[src/design/indexer_regs.svh]
// Constants for the shortest-path indexer command block.
// Assumes inclusion from the package and design files by bare name.
`ifndef INDEXER_REGS_SVH
`define INDEXER_REGS_SVH
// Operation-select parameter: top digit 1 selects indexer positioning.
`define OPSEL_INDEXER_DIGIT 4'h1
// Speed-source digit values.
`define SPEED_SRC_TABLE     4'h0
`define SPEED_SRC_DIRECT    4'h1
// Point table entry used for direct speed ramps (table index 0 = No.1).
`define TABLE_ENTRY_ONE     3'h0
// Highest legal table index in register mode (No.7).
`define TABLE_MAX_REG_IDX   3'h6
// Reset values.
`define STATION_RESET       8'h00
`define DELAY_RESET         16'h0000
`endif

[src/design/indexer_pkg.sv]
// Types shared by the indexer command block and its delay timer.
// Assumes the constants header sits beside it.
package indexer_pkg;
  `include "indexer_regs.svh"

  // Master command bits gathered from the remote inputs.
  typedef struct packed {
    logic       start_cmd_bit;          // Start request.
    logic       op_mode_sel_a;          // Mode select, first bit.
    logic       op_mode_sel_b;          // Mode select, second bit.
    logic       register_drive_select;  // Register-driven selection.
    logic [7:0] station_sel;            // Station select bits, bit0 first.
    logic [2:0] speed_sel;              // Speed select bits, bit0 first.
  } cmd_bits_t;

  // Parameter settings.
  typedef struct packed {
    logic [3:0]  operation_select_param; // Top digit of operation select.
    logic [3:0]  speed_source_param;     // Speed-source digit.
    logic [7:0]  station_count_param;    // Number of stations.
    logic        station_dir_param;      // Unused in this mode.
    logic [15:0] torque_limit_delay_param; // Delay in clock cycles.
    logic        two_stations;           // Device occupies two stations.
  } params_t;

  // Move request handed to the motion profile.
  typedef struct packed {
    logic [7:0]  station;       // Target station.
    logic        direct_speed;  // Speed taken from the word.
    logic [15:0] speed;         // Direct speed value.
    logic [2:0]  table_idx;     // Table entry for speed or ramps.
  } move_req_t;

  // Command sequencer states.
  typedef enum logic [1:0] {ST_IDLE, ST_MOVE} seq_state_t;
endpackage : indexer_pkg

[src/design/shortest_path_indexer_command.sv]
// Command and handshake logic for the shortest-rotation indexer mode.
// Assumes all inputs are synchronous to mclk; the motion profile is outside
// and reports done and its in-window status through plain ports.
`timescale 1ns/100ps
`include "indexer_regs.svh"
module shortest_path_indexer_command
  import indexer_pkg::*;
(
  input  wire logic        mclk,
  input  wire logic        nrst,
  input  wire cmd_bits_t   cmd,
  input  wire params_t     prm,
  input  wire logic [15:0] next_station_word,
  input  wire logic [15:0] table_or_speed_word,
  input  wire logic        home_done,
  input  wire logic        pos_in_window,
  input  wire logic        motion_done,
  output move_req_t        move_req,
  output logic             move_launch,
  output logic             move_complete_bit,
  output logic             in_position_bit,
  output logic             home_incomplete_alarm,
  output logic             station_range_warning,
  output logic             alt_torque_limit_sel
);
  seq_state_t  state_reg;     // Sequencer state.
  seq_state_t  state_next;    // Next sequencer state.
  logic        start_d_reg;   // Start bit one cycle ago.
  logic        start_d_next;  // Next delayed start.
  move_req_t   req_reg;       // Latched move request.
  move_req_t   req_next;      // Next move request.
  logic        launch_reg;    // One-cycle launch pulse.
  logic        launch_next;   // Next launch pulse.
  logic        done_reg;      // Movement complete status.
  logic        done_next;     // Next movement complete.
  logic        inpos_reg;     // In-position status.
  logic        inpos_next;    // Next in-position.
  logic        alarm_reg;     // Home-incomplete alarm.
  logic        alarm_next;    // Next alarm.
  logic        warn_reg;      // Station range warning.
  logic        warn_next;     // Next warning.
  logic        mode_ok;       // Indexer auto mode 2 selected.
  logic        start_edge;    // Rising edge of start.
  logic [7:0]  target;        // Station chosen by the master now.
  logic        out_of_range;  // Target beyond the last station.

  // Tells whether a station lies beyond count minus one; a zero count makes
  // every station out of range rather than wrapping round.
  function automatic logic station_bad(input logic [7:0] st,
                                       input logic [7:0] count);
    station_bad = ({1'b0, st} + 9'h001) > {1'b0, count};
  endfunction : station_bad

  // Mode decode: top parameter digit and both mode bits from the master.
  assign mode_ok = (prm.operation_select_param == `OPSEL_INDEXER_DIGIT)
                   && cmd.op_mode_sel_a && cmd.op_mode_sel_b;

  // Rising edge of start is the only launch event.
  assign start_edge = cmd.start_cmd_bit && !start_d_reg;

  // Station source: register word in register mode, else select bits.
  // The direction parameter is deliberately not consulted here.
  always_comb
  begin
    if (cmd.register_drive_select)
    begin
      target = next_station_word[7:0];
    end
    else
    begin
      target = cmd.station_sel;
    end
  end

  assign out_of_range = station_bad(target, prm.station_count_param);

  // Sequencer: launches moves and drives the status bits.
  always_comb
  begin
    state_next   = state_reg;
    start_d_next = cmd.start_cmd_bit;
    req_next     = req_reg;
    launch_next  = 1'b0;
    done_next    = done_reg;
    inpos_next   = inpos_reg;
    alarm_next   = alarm_reg;
    warn_next    = out_of_range && mode_ok;
    case (state_reg)
      ST_IDLE:
      begin
        // Position check tracks the window whenever no move is under way.
        inpos_next = pos_in_window;
        if (start_edge && mode_ok)
        begin
          if (!home_done)
          begin
            alarm_next = 1'b1;
          end
          else if (!out_of_range)
          begin
            alarm_next         = 1'b0;
            req_next.station   = target;
            req_next.speed     = table_or_speed_word;
            req_next.direct_speed = 1'b0;
            req_next.table_idx = `TABLE_ENTRY_ONE;
            if (!cmd.register_drive_select)
            begin
              // Speed bits only count at the start edge.
              if (prm.two_stations)
              begin
                req_next.table_idx = cmd.speed_sel;
              end
            end
            else if (prm.speed_source_param == `SPEED_SRC_DIRECT
                     && prm.two_stations)
            begin
              req_next.direct_speed = 1'b1;
              req_next.table_idx    = `TABLE_ENTRY_ONE;
            end
            else
            begin
              // Table numbers count from one; zero falls back to entry one,
              // and entries past seven are clamped as a safety limit.
              if (table_or_speed_word == 16'h0000)
              begin
                req_next.table_idx = `TABLE_ENTRY_ONE;
              end
              else if (table_or_speed_word > 16'h0007)
              begin
                req_next.table_idx = `TABLE_MAX_REG_IDX;
              end
              else
              begin
                req_next.table_idx = table_or_speed_word[2:0] - 3'h1;
              end
            end
            launch_next = 1'b1;
            done_next   = 1'b0;
            inpos_next  = 1'b0;
            state_next  = ST_MOVE;
          end
        end
      end
      ST_MOVE:
      begin
        // Start edges here are simply dropped.
        if (motion_done)
        begin
          done_next  = 1'b1;
          inpos_next = pos_in_window;
          state_next = ST_IDLE;
        end
      end
      default:
      begin
        state_next = ST_IDLE;
      end
    endcase
  end

  // Register the sequencer; complete reads high once reset is released.
  always_ff @(posedge mclk or negedge nrst)
  begin
    if (!nrst)
    begin
      state_reg   <= ST_IDLE;
      start_d_reg <= 1'b0;
      req_reg     <= '0;
      launch_reg  <= 1'b0;
      done_reg    <= 1'b1;
      inpos_reg   <= 1'b0;
      alarm_reg   <= 1'b0;
      warn_reg    <= 1'b0;
    end
    else
    begin
      state_reg   <= state_next;
      start_d_reg <= start_d_next;
      req_reg     <= req_next;
      launch_reg  <= launch_next;
      done_reg    <= done_next;
      inpos_reg   <= inpos_next;
      alarm_reg   <= alarm_next;
      warn_reg    <= warn_next;
    end
  end

  // Torque limit switch-over timer.
  torque_delay i_torque_delay (
    .mclk    (mclk),
    .nrst    (nrst),
    .in_pos  (inpos_reg),
    .delay   (prm.torque_limit_delay_param),
    .use_alt (alt_torque_limit_sel)
  );

  assign move_req              = req_reg;
  assign move_launch           = launch_reg;
  assign move_complete_bit     = done_reg;
  assign in_position_bit       = inpos_reg;
  assign home_incomplete_alarm = alarm_reg;
  assign station_range_warning = warn_reg;
endmodule : shortest_path_indexer_command

[src/design/torque_delay.sv]
// Delay timer that switches to the alternate torque limit after in-position.
// Assumes in_pos is synchronous to mclk and delay is held steady.
`timescale 1ns/100ps
`include "indexer_regs.svh"
module torque_delay
  import indexer_pkg::*;
(
  input  wire logic        mclk,
  input  wire logic        nrst,
  input  wire logic        in_pos,
  input  wire logic [15:0] delay,
  output logic             use_alt
);
  logic [15:0] cnt_reg;   // Cycles spent in position.
  logic [15:0] cnt_next;  // Next count.
  logic        alt_reg;   // Alternate limit selected.
  logic        alt_next;  // Next selection.

  // Count while in position; leaving position drops the alternate limit.
  always_comb
  begin
    cnt_next = cnt_reg;
    alt_next = alt_reg;
    if (!in_pos)
    begin
      cnt_next = `DELAY_RESET;
      alt_next = 1'b0;
    end
    else if (cnt_reg >= delay)
    begin
      alt_next = 1'b1;
    end
    else
    begin
      cnt_next = cnt_reg + 16'h0001;
    end
  end

  // Register the timer state.
  always_ff @(posedge mclk or negedge nrst)
  begin
    if (!nrst)
    begin
      cnt_reg <= `DELAY_RESET;
      alt_reg <= 1'b0;
    end
    else
    begin
      cnt_reg <= cnt_next;
      alt_reg <= alt_next;
    end
  end

  assign use_alt = alt_reg;
endmodule : torque_delay

[config.mk]
export PLATFORM = sky130hd
export DESIGN_NAME = shortest_path_indexer_command
export DESIGN_NICKNAME = d
export VERILOG_FILES = /design/src/design/indexer_pkg.sv /design/src/design/shortest_path_indexer_command.sv /design/src/design/torque_delay.sv
export VERILOG_INCLUDE_DIRS = /design/src /design/src/design
export SDC_FILE = /design/constraint.sdc
export NUM_CORES = 1
export LEC_CHECK = 0
export ABC_AREA = 1
export BUFFER_PORTS_ARGS = -buffer_cell sky130_fd_sc_hd__buf_2
export CORE_MARGIN = 2
export CORE_UTILIZATION = 30
export CTS_CLUSTER_DIAMETER = 40
export DETAILED_ROUTE_END_ITERATION = 10
export PLACE_DENSITY = 0.56
export SLEW_MARGIN = 20
export SYNTH_ARGS = -nofsm -noshare
export SYNTH_HDL_FRONTEND = slang
export SYNTH_SLANG_ARGS = --single-unit
[constraint.sdc]
create_clock -name mclk -period 4.45 [get_ports mclk]
set_input_delay 0.6675 -clock mclk [delete_from_list [all_inputs] [get_ports mclk]]
set_output_delay 0.6675 -clock mclk [all_outputs]
set_load 0.005 [all_outputs]
[Word-level counts from Yosys, hierarchy flattened]
Cells that the tools add are included.
Operators by class
  $add $sub $neg: 3
  $lt $le $gt $ge: 3
  equality and inequality tests: 10
  muxes and demuxes: 32
  bitwise operators: 1
  reduce and logical (&&, ||, !) cells: 15
Operators with widths (number)
  $mux 16: 2
  $mux 1: 17
  $add 16x1->16 const B: 1
  $ge 16x16->1: 1
  $gt 16x3->1 const B: 1
  $logic_not 16->1: 1
  $mux 3: 5
  $ne 2x2->1 const B: 6
  $add 8x1->9 const B: 1
  $gt 9x8->1: 1
  $eq 4x1->1 const B: 2
  $mux 2: 4
  $mux 8: 1
  $reduce_and 4->1: 2
  $logic_and 1x1->1: 6
  $reduce_and 5->1: 1
  $pmux 1 s2: 2
  $pmux 2 s2: 1
  $reduce_and 3->1: 1
  $sub 3x1->3 const B: 1
  $eq 2x1->1 const B: 1
  $logic_not 2->1: 1
  $ne 2x1->1 const B: 1
  $reduce_and 2->1: 1
  other kinds (3): 3
Storage, ports and cells
  register bits: 53
  bits of input ports: 86
  word-level logic and storage cells: 77

[Longest topological paths before layout]
  depth after elaboration: 7
  depth in mapped cells: 22
  gate-level depth less buffers: 21

[Cells and area by module]
A second synthesis with hierarchy kept.
Unflattened totals
  cells, all modules: 500
  area, all modules: 3752.3 um2
By module, submodules not included
  shortest_path_indexer_command: instances 1, cells an instance 281, area each 2139.6 um2
  torque_delay: instances 1, cells an instance 219, area each 1612.8 um2

[Least setup slack after synthesis]
Ideal clock, no wire load.
  path kind: input to register
  start point: input cmd[11] (netlist name)
  end point: register req_reg, in the netlist move_req[24]
  library setup time: 116 ps
  data arrival time: 2931 ps
  setup slack: 1402 ps
  stages: 21
  path through: inv_2 -> or2_2 -> o21ai_0 -> inv_1 -> ha_1 -> nand3_4 -> xnor2_1 -> ha_1 -> nand2_1 -> inv_1 -> nand2_1 -> nand3_1 -> nand2_1 -> nand2_1 -> nand2_1 -> nand2_1 -> nand2_1 -> nand3_4 -> buf_4 -> nand2_1 -> nand2_1
On the way
  cells in the longest elaborated chain, start to end: 5
Ends and longest elaborated chain
  start: declaration: line shortest_path_indexer_command.sv:11  | input wire cmd_bits_t cmd,
  $mux 8: line shortest_path_indexer_command.sv:65  | if (cmd.register_drive_select)
  net target[0]: line shortest_path_indexer_command.sv:44  | logic [7:0] target;
  $add 8x1->9: line shortest_path_indexer_command.sv:51  | station_bad = ({1'b0, st} + 9'h001) > {1'b0, count};
  $gt 9x8->1: line shortest_path_indexer_command.sv:51
  $not 1->1 (no source line)
  $reduce_and 4->1 (no source line)
  end signal: assignment: line shortest_path_indexer_command.sv:179  | req_reg <= req_next;
  end: declaration: line shortest_path_indexer_command.sv:30  | move_req_t req_reg;
The timed path passes the listed nets, and every way through them passes these cells.
A chain may end at the register's enable or synchronous reset.

[Worst setup path after layout]
  start point: input cmd[11] (netlist name)
  end point: register req_reg, in the netlist move_req[21]
The elaborated chain is that of the path after synthesis.

==> results.sh <==
export IMPL_cap_viol_max_count=0
export IMPL_tns_ps=0
export IMPL_portBuffers=110
export IMPL_num_vias=3269
export IMPL_grt_ovfl_total=0
export IMPL_detailedPlace_worstSlack_ps=445
export IMPL_clkSinkCount=52
export IMPL_grt_pass1_vias=3246
export IMPL_netlist_instances=470
export IMPL_crit_slowest_cell="nand3_4"
export IMPL_fp_row_count=39
export IMPL_synth_area_per_cell_um2=7.45
export IMPL_power_w=0.00107
export IMPL_crit_chain="buf_2 > inv_2 > or2_2 > o21ai_0 > inv_1 > ha_1 > nand3_4 > xnor2_1 > ha_1 > nand2_1 > inv_1 > nand2_1 > nand3_1 > nand2_1 > nand2_1 > nand2_1 > nand2_1 > nand2_1 > nand3_4 > buf_4 > nand2_1 > o21ai_1"
export IMPL_outcome="finished, final reports clean"
export IMPL_seq_area_frac_synth_pct=37.2
export IMPL_drt_wl_total_um=8440
export IMPL_dieArea_um2=12500
export IMPL_syn2layout_area_growth_pct=23.5
export IMPL_clk_pin_slew_ps=80
export IMPL_slew_headroom_pct=54.5
export IMPL_fmax_mhz=274
export IMPL_place_congestion=0.805
export IMPL_grt_usage_pct=13.7
export IMPL_ys_warn_count=0
export IMPL_drt_iter0_drc=113
export IMPL_cp_end_kind="register"
export IMPL_drc=0
export IMPL_synth_area_um2=3500
export IMPL_grt_pass1_wl_um=14300
export IMPL_cts_tree="built"
export IMPL_final_fill_count=1216
export IMPL_hold_viol_final=0
export IMPL_crit_path_start_kind="input port"
export IMPL_fin_crit_ps=3650
export IMPL_io_pin_count=120
export IMPL_startpoint="cmd[11]"
export IMPL_path_common_cell="nand2_1"
export IMPL_finalNetCount=693
export IMPL_numCtsBuffers=5
export IMPL_dp_hpwl_um=6750
export IMPL_rsz0062_at_grt="no"
export IMPL_tightest_slew_ps=683
export IMPL_antenna_left=0
export IMPL_post_route_period_util_pct=82.1
export IMPL_drive_gt1_share_pct=25.5
export IMPL_ir_worst_vdd_v=0.000193
export IMPL_grt_max_degree=53
export IMPL_antenna_found_initial=0
export IMPL_regToRegStartpoint="i_torque_delay.cnt_reg[7]"
export IMPL_syn_nets=584
export IMPL_whs_ps=468
export IMPL_min_path_type="register to register"
export IMPL_largest_reg_flops=28
export IMPL_cts_setup_buffers=0
export IMPL_crit_path_max_incr_delay_ps=300
export IMPL_drv_slew=0
export IMPL_die_w_um=112
export IMPL_initial_core_util_pct=30.6
export IMPL_fin_ws_ps=798
export IMPL_cts_root_buf="clkbuf_16"
export IMPL_cts_resized_gates=0
export IMPL_cp_required_ps=4600
export IMPL_clk_latency_ps=290
export IMPL_setup_viol=0
export IMPL_cts_max_level=2
export IMPL_dr_pass1_iters=4
export IMPL_hp_start="move_complete_bit"
export IMPL_crit_type="input port to register"
export IMPL_core_um2=11400
export IMPL_fp_dieH_um=112
export IMPL_cts_path_max_buffers=2
export IMPL_viasPerCell=4.52
export IMPL_diodes=0
export IMPL_ys_ff_latch=52
export IMPL_cts_hold_buf=0
export IMPL_p_leak_nw=2.50
export IMPL_wire_per_inst_um=11.7
export IMPL_cp_data_arrival_time_ps=3810
export IMPL_crit_fanout=23
export IMPL_yosysUniqueCellTypes=33
export IMPL_fin_worst_skew_ps=12.6
export IMPL_p_per_area_nw_per_um2=247
[cell type report]
class,count,area (um2),share of cell area (%)
clock inverter,2,13.8,0.318
multi-input combinational,333,1830,42.4
timing repair buffer,113,573,13.3
tap,143,179,4.14
inverter,74,280,6.49
sequential,52,1300,30.1
clock buffer,6,139,3.21
[routing by layer]
metal / GRT usage, % / vias to the layer above / wire length (um)
li1: - / 1691 / -
met1: 16.0 / 1468 / 3650
met2: 24.2 / 104 / 3980
met3: 4.52 / 6 / 743
met4: 3.58 / 0 / 58
met5: 0 / - / 0
[path summary, 6_finish.rpt]
| kind | end | slack (ps) | depth (start not counted) |
|---|---|---|---|
| max | move_req[21] | 800 | 22 |
| min | move_complete_bit | 470 | 2 |
| max reg2reg | i_torque_delay.cnt_reg[15] | 1890 | 7 |
| min reg2reg | move_complete_bit | 470 | 2 |
| max in group asynchronous | i_torque_delay.cnt_reg[4] | 3490 | 2 |
| min in group asynchronous | home_incomplete_alarm | 500 | 2 |
[critical path: cells and delay by family]
kind | cells | cell delay, ps
AND/OR/NAND/NOR | 12 | 1450
buffers and inverters | 5 | 810
adder cells (fa/ha/maj) | 2 | 530
AO/OA/AOI/OAI | 2 | 220
XOR/XNOR | 1 | 130
[cells in the final DEF, fill, tap and decap left out]
| master | netlist | routed |
|---|---|---|
| nor2_1 | 41 | 41 |
| or2_1 | 2 | 2 |
| nor2_4 | 1 | 1 |
| a21oi_1 | 12 | 12 |
| nand3b_1 | 1 | 1 |
| clkbuf_8 | 0 | 1 |
| inv_1 | 71 | 71 |
| inv_2 | 2 | 2 |
| inv_4 | 1 | 1 |
| nor3_1 | 7 | 7 |
| nor2_2 | 1 | 1 |
| nand4_1 | 9 | 9 |
| o21a_1 | 1 | 1 |
| o21ai_1 | 15 | 15 |
| nand3_4 | 2 | 2 |
| buf_2 | 0 | 110 |
| xnor2_1 | 3 | 3 |
| dfrtp_1 | 51 | 51 |
| xor2_1 | 16 | 16 |
| ha_1 | 28 | 28 |
| nand2_2 | 15 | 15 |
| or2_2 | 2 | 2 |
| clkbuf_16 | 0 | 5 |
| buf_4 | 2 | 3 |
| clkinv_2 | 0 | 1 |
| inv_6 | 0 | 1 |
| o21a_2 | 1 | 1 |
| o21ai_0 | 11 | 11 |
| mux2i_1 | 1 | 1 |
| dfstp_2 | 1 | 1 |
| nor4_1 | 3 | 3 |
| nand3_1 | 27 | 27 |
| nor3b_1 | 1 | 1 |
| nand2_1 | 132 | 132 |
| nand3b_4 | 1 | 1 |
[logic make-up (layout without fill, tap and decap cells)]
group | after synthesis | after routing | share of synthesized area, %
AOI/OAI and AO/OA | 40 | 40 | 5.90
xor gates and xnor gates | 19 | 19 | 4.76
muxes | 1 | 1 | 0.286
DFF | 52 | 52 | 37.2
and+or+nand+nor | 245 | 245 | 31.5
buffers and inverters | 85 | 195 | 10.4
adders and majority gates | 28 | 28 | 10.0
[metrics by stage]
stage,cells,area [um2],util (%)
6_report,723,4320,37.8
5_1_grt,723,4320,37.8
4_1_cts,723,4320,37.8
3_5_place_dp,715,4170,36.5
3_3_place_gp,715,4170,36.5
2_1_floorplan,470,3500,-
[Yosys cell counts, drive strengths merged]
| cell type | instances | area share, % |
|---|---|---|
| nand2 | 147 | 17 |
| inv | 74 | 8.0 |
| dfrtp | 51 | 36 |
| nor2 | 43 | 4.9 |
| nand3 | 29 | 4.9 |
| ha | 28 | 10 |
| o21ai | 26 | 3.7 |
| xor2 | 16 | 4.0 |
| a21oi | 12 | 1.7 |
| nand4 | 9 | 1.6 |
| nor3 | 7 | 1.0 |
| buf | 6 | 1.8 |
| clkbuf | 5 | 0.54 |
| or2 | 4 | 0.71 |
| nor4 | 3 | 0.54 |
| xnor2 | 3 | 0.75 |
| nand3b | 2 | 0.79 |
| o21a | 2 | 0.46 |
| dfstp | 1 | 0.75 |
| mux2i | 1 | 0.29 |
| nor3b | 1 | 0.21 |
[power breakdown]
group	switching [W]	internal (W)
Sequential	0.0000110	0.000487
Combinational	0.0000936	0.0000736
Clock	0.000176	0.000225
Note: power is estimated with default switching activity, not from simulation.
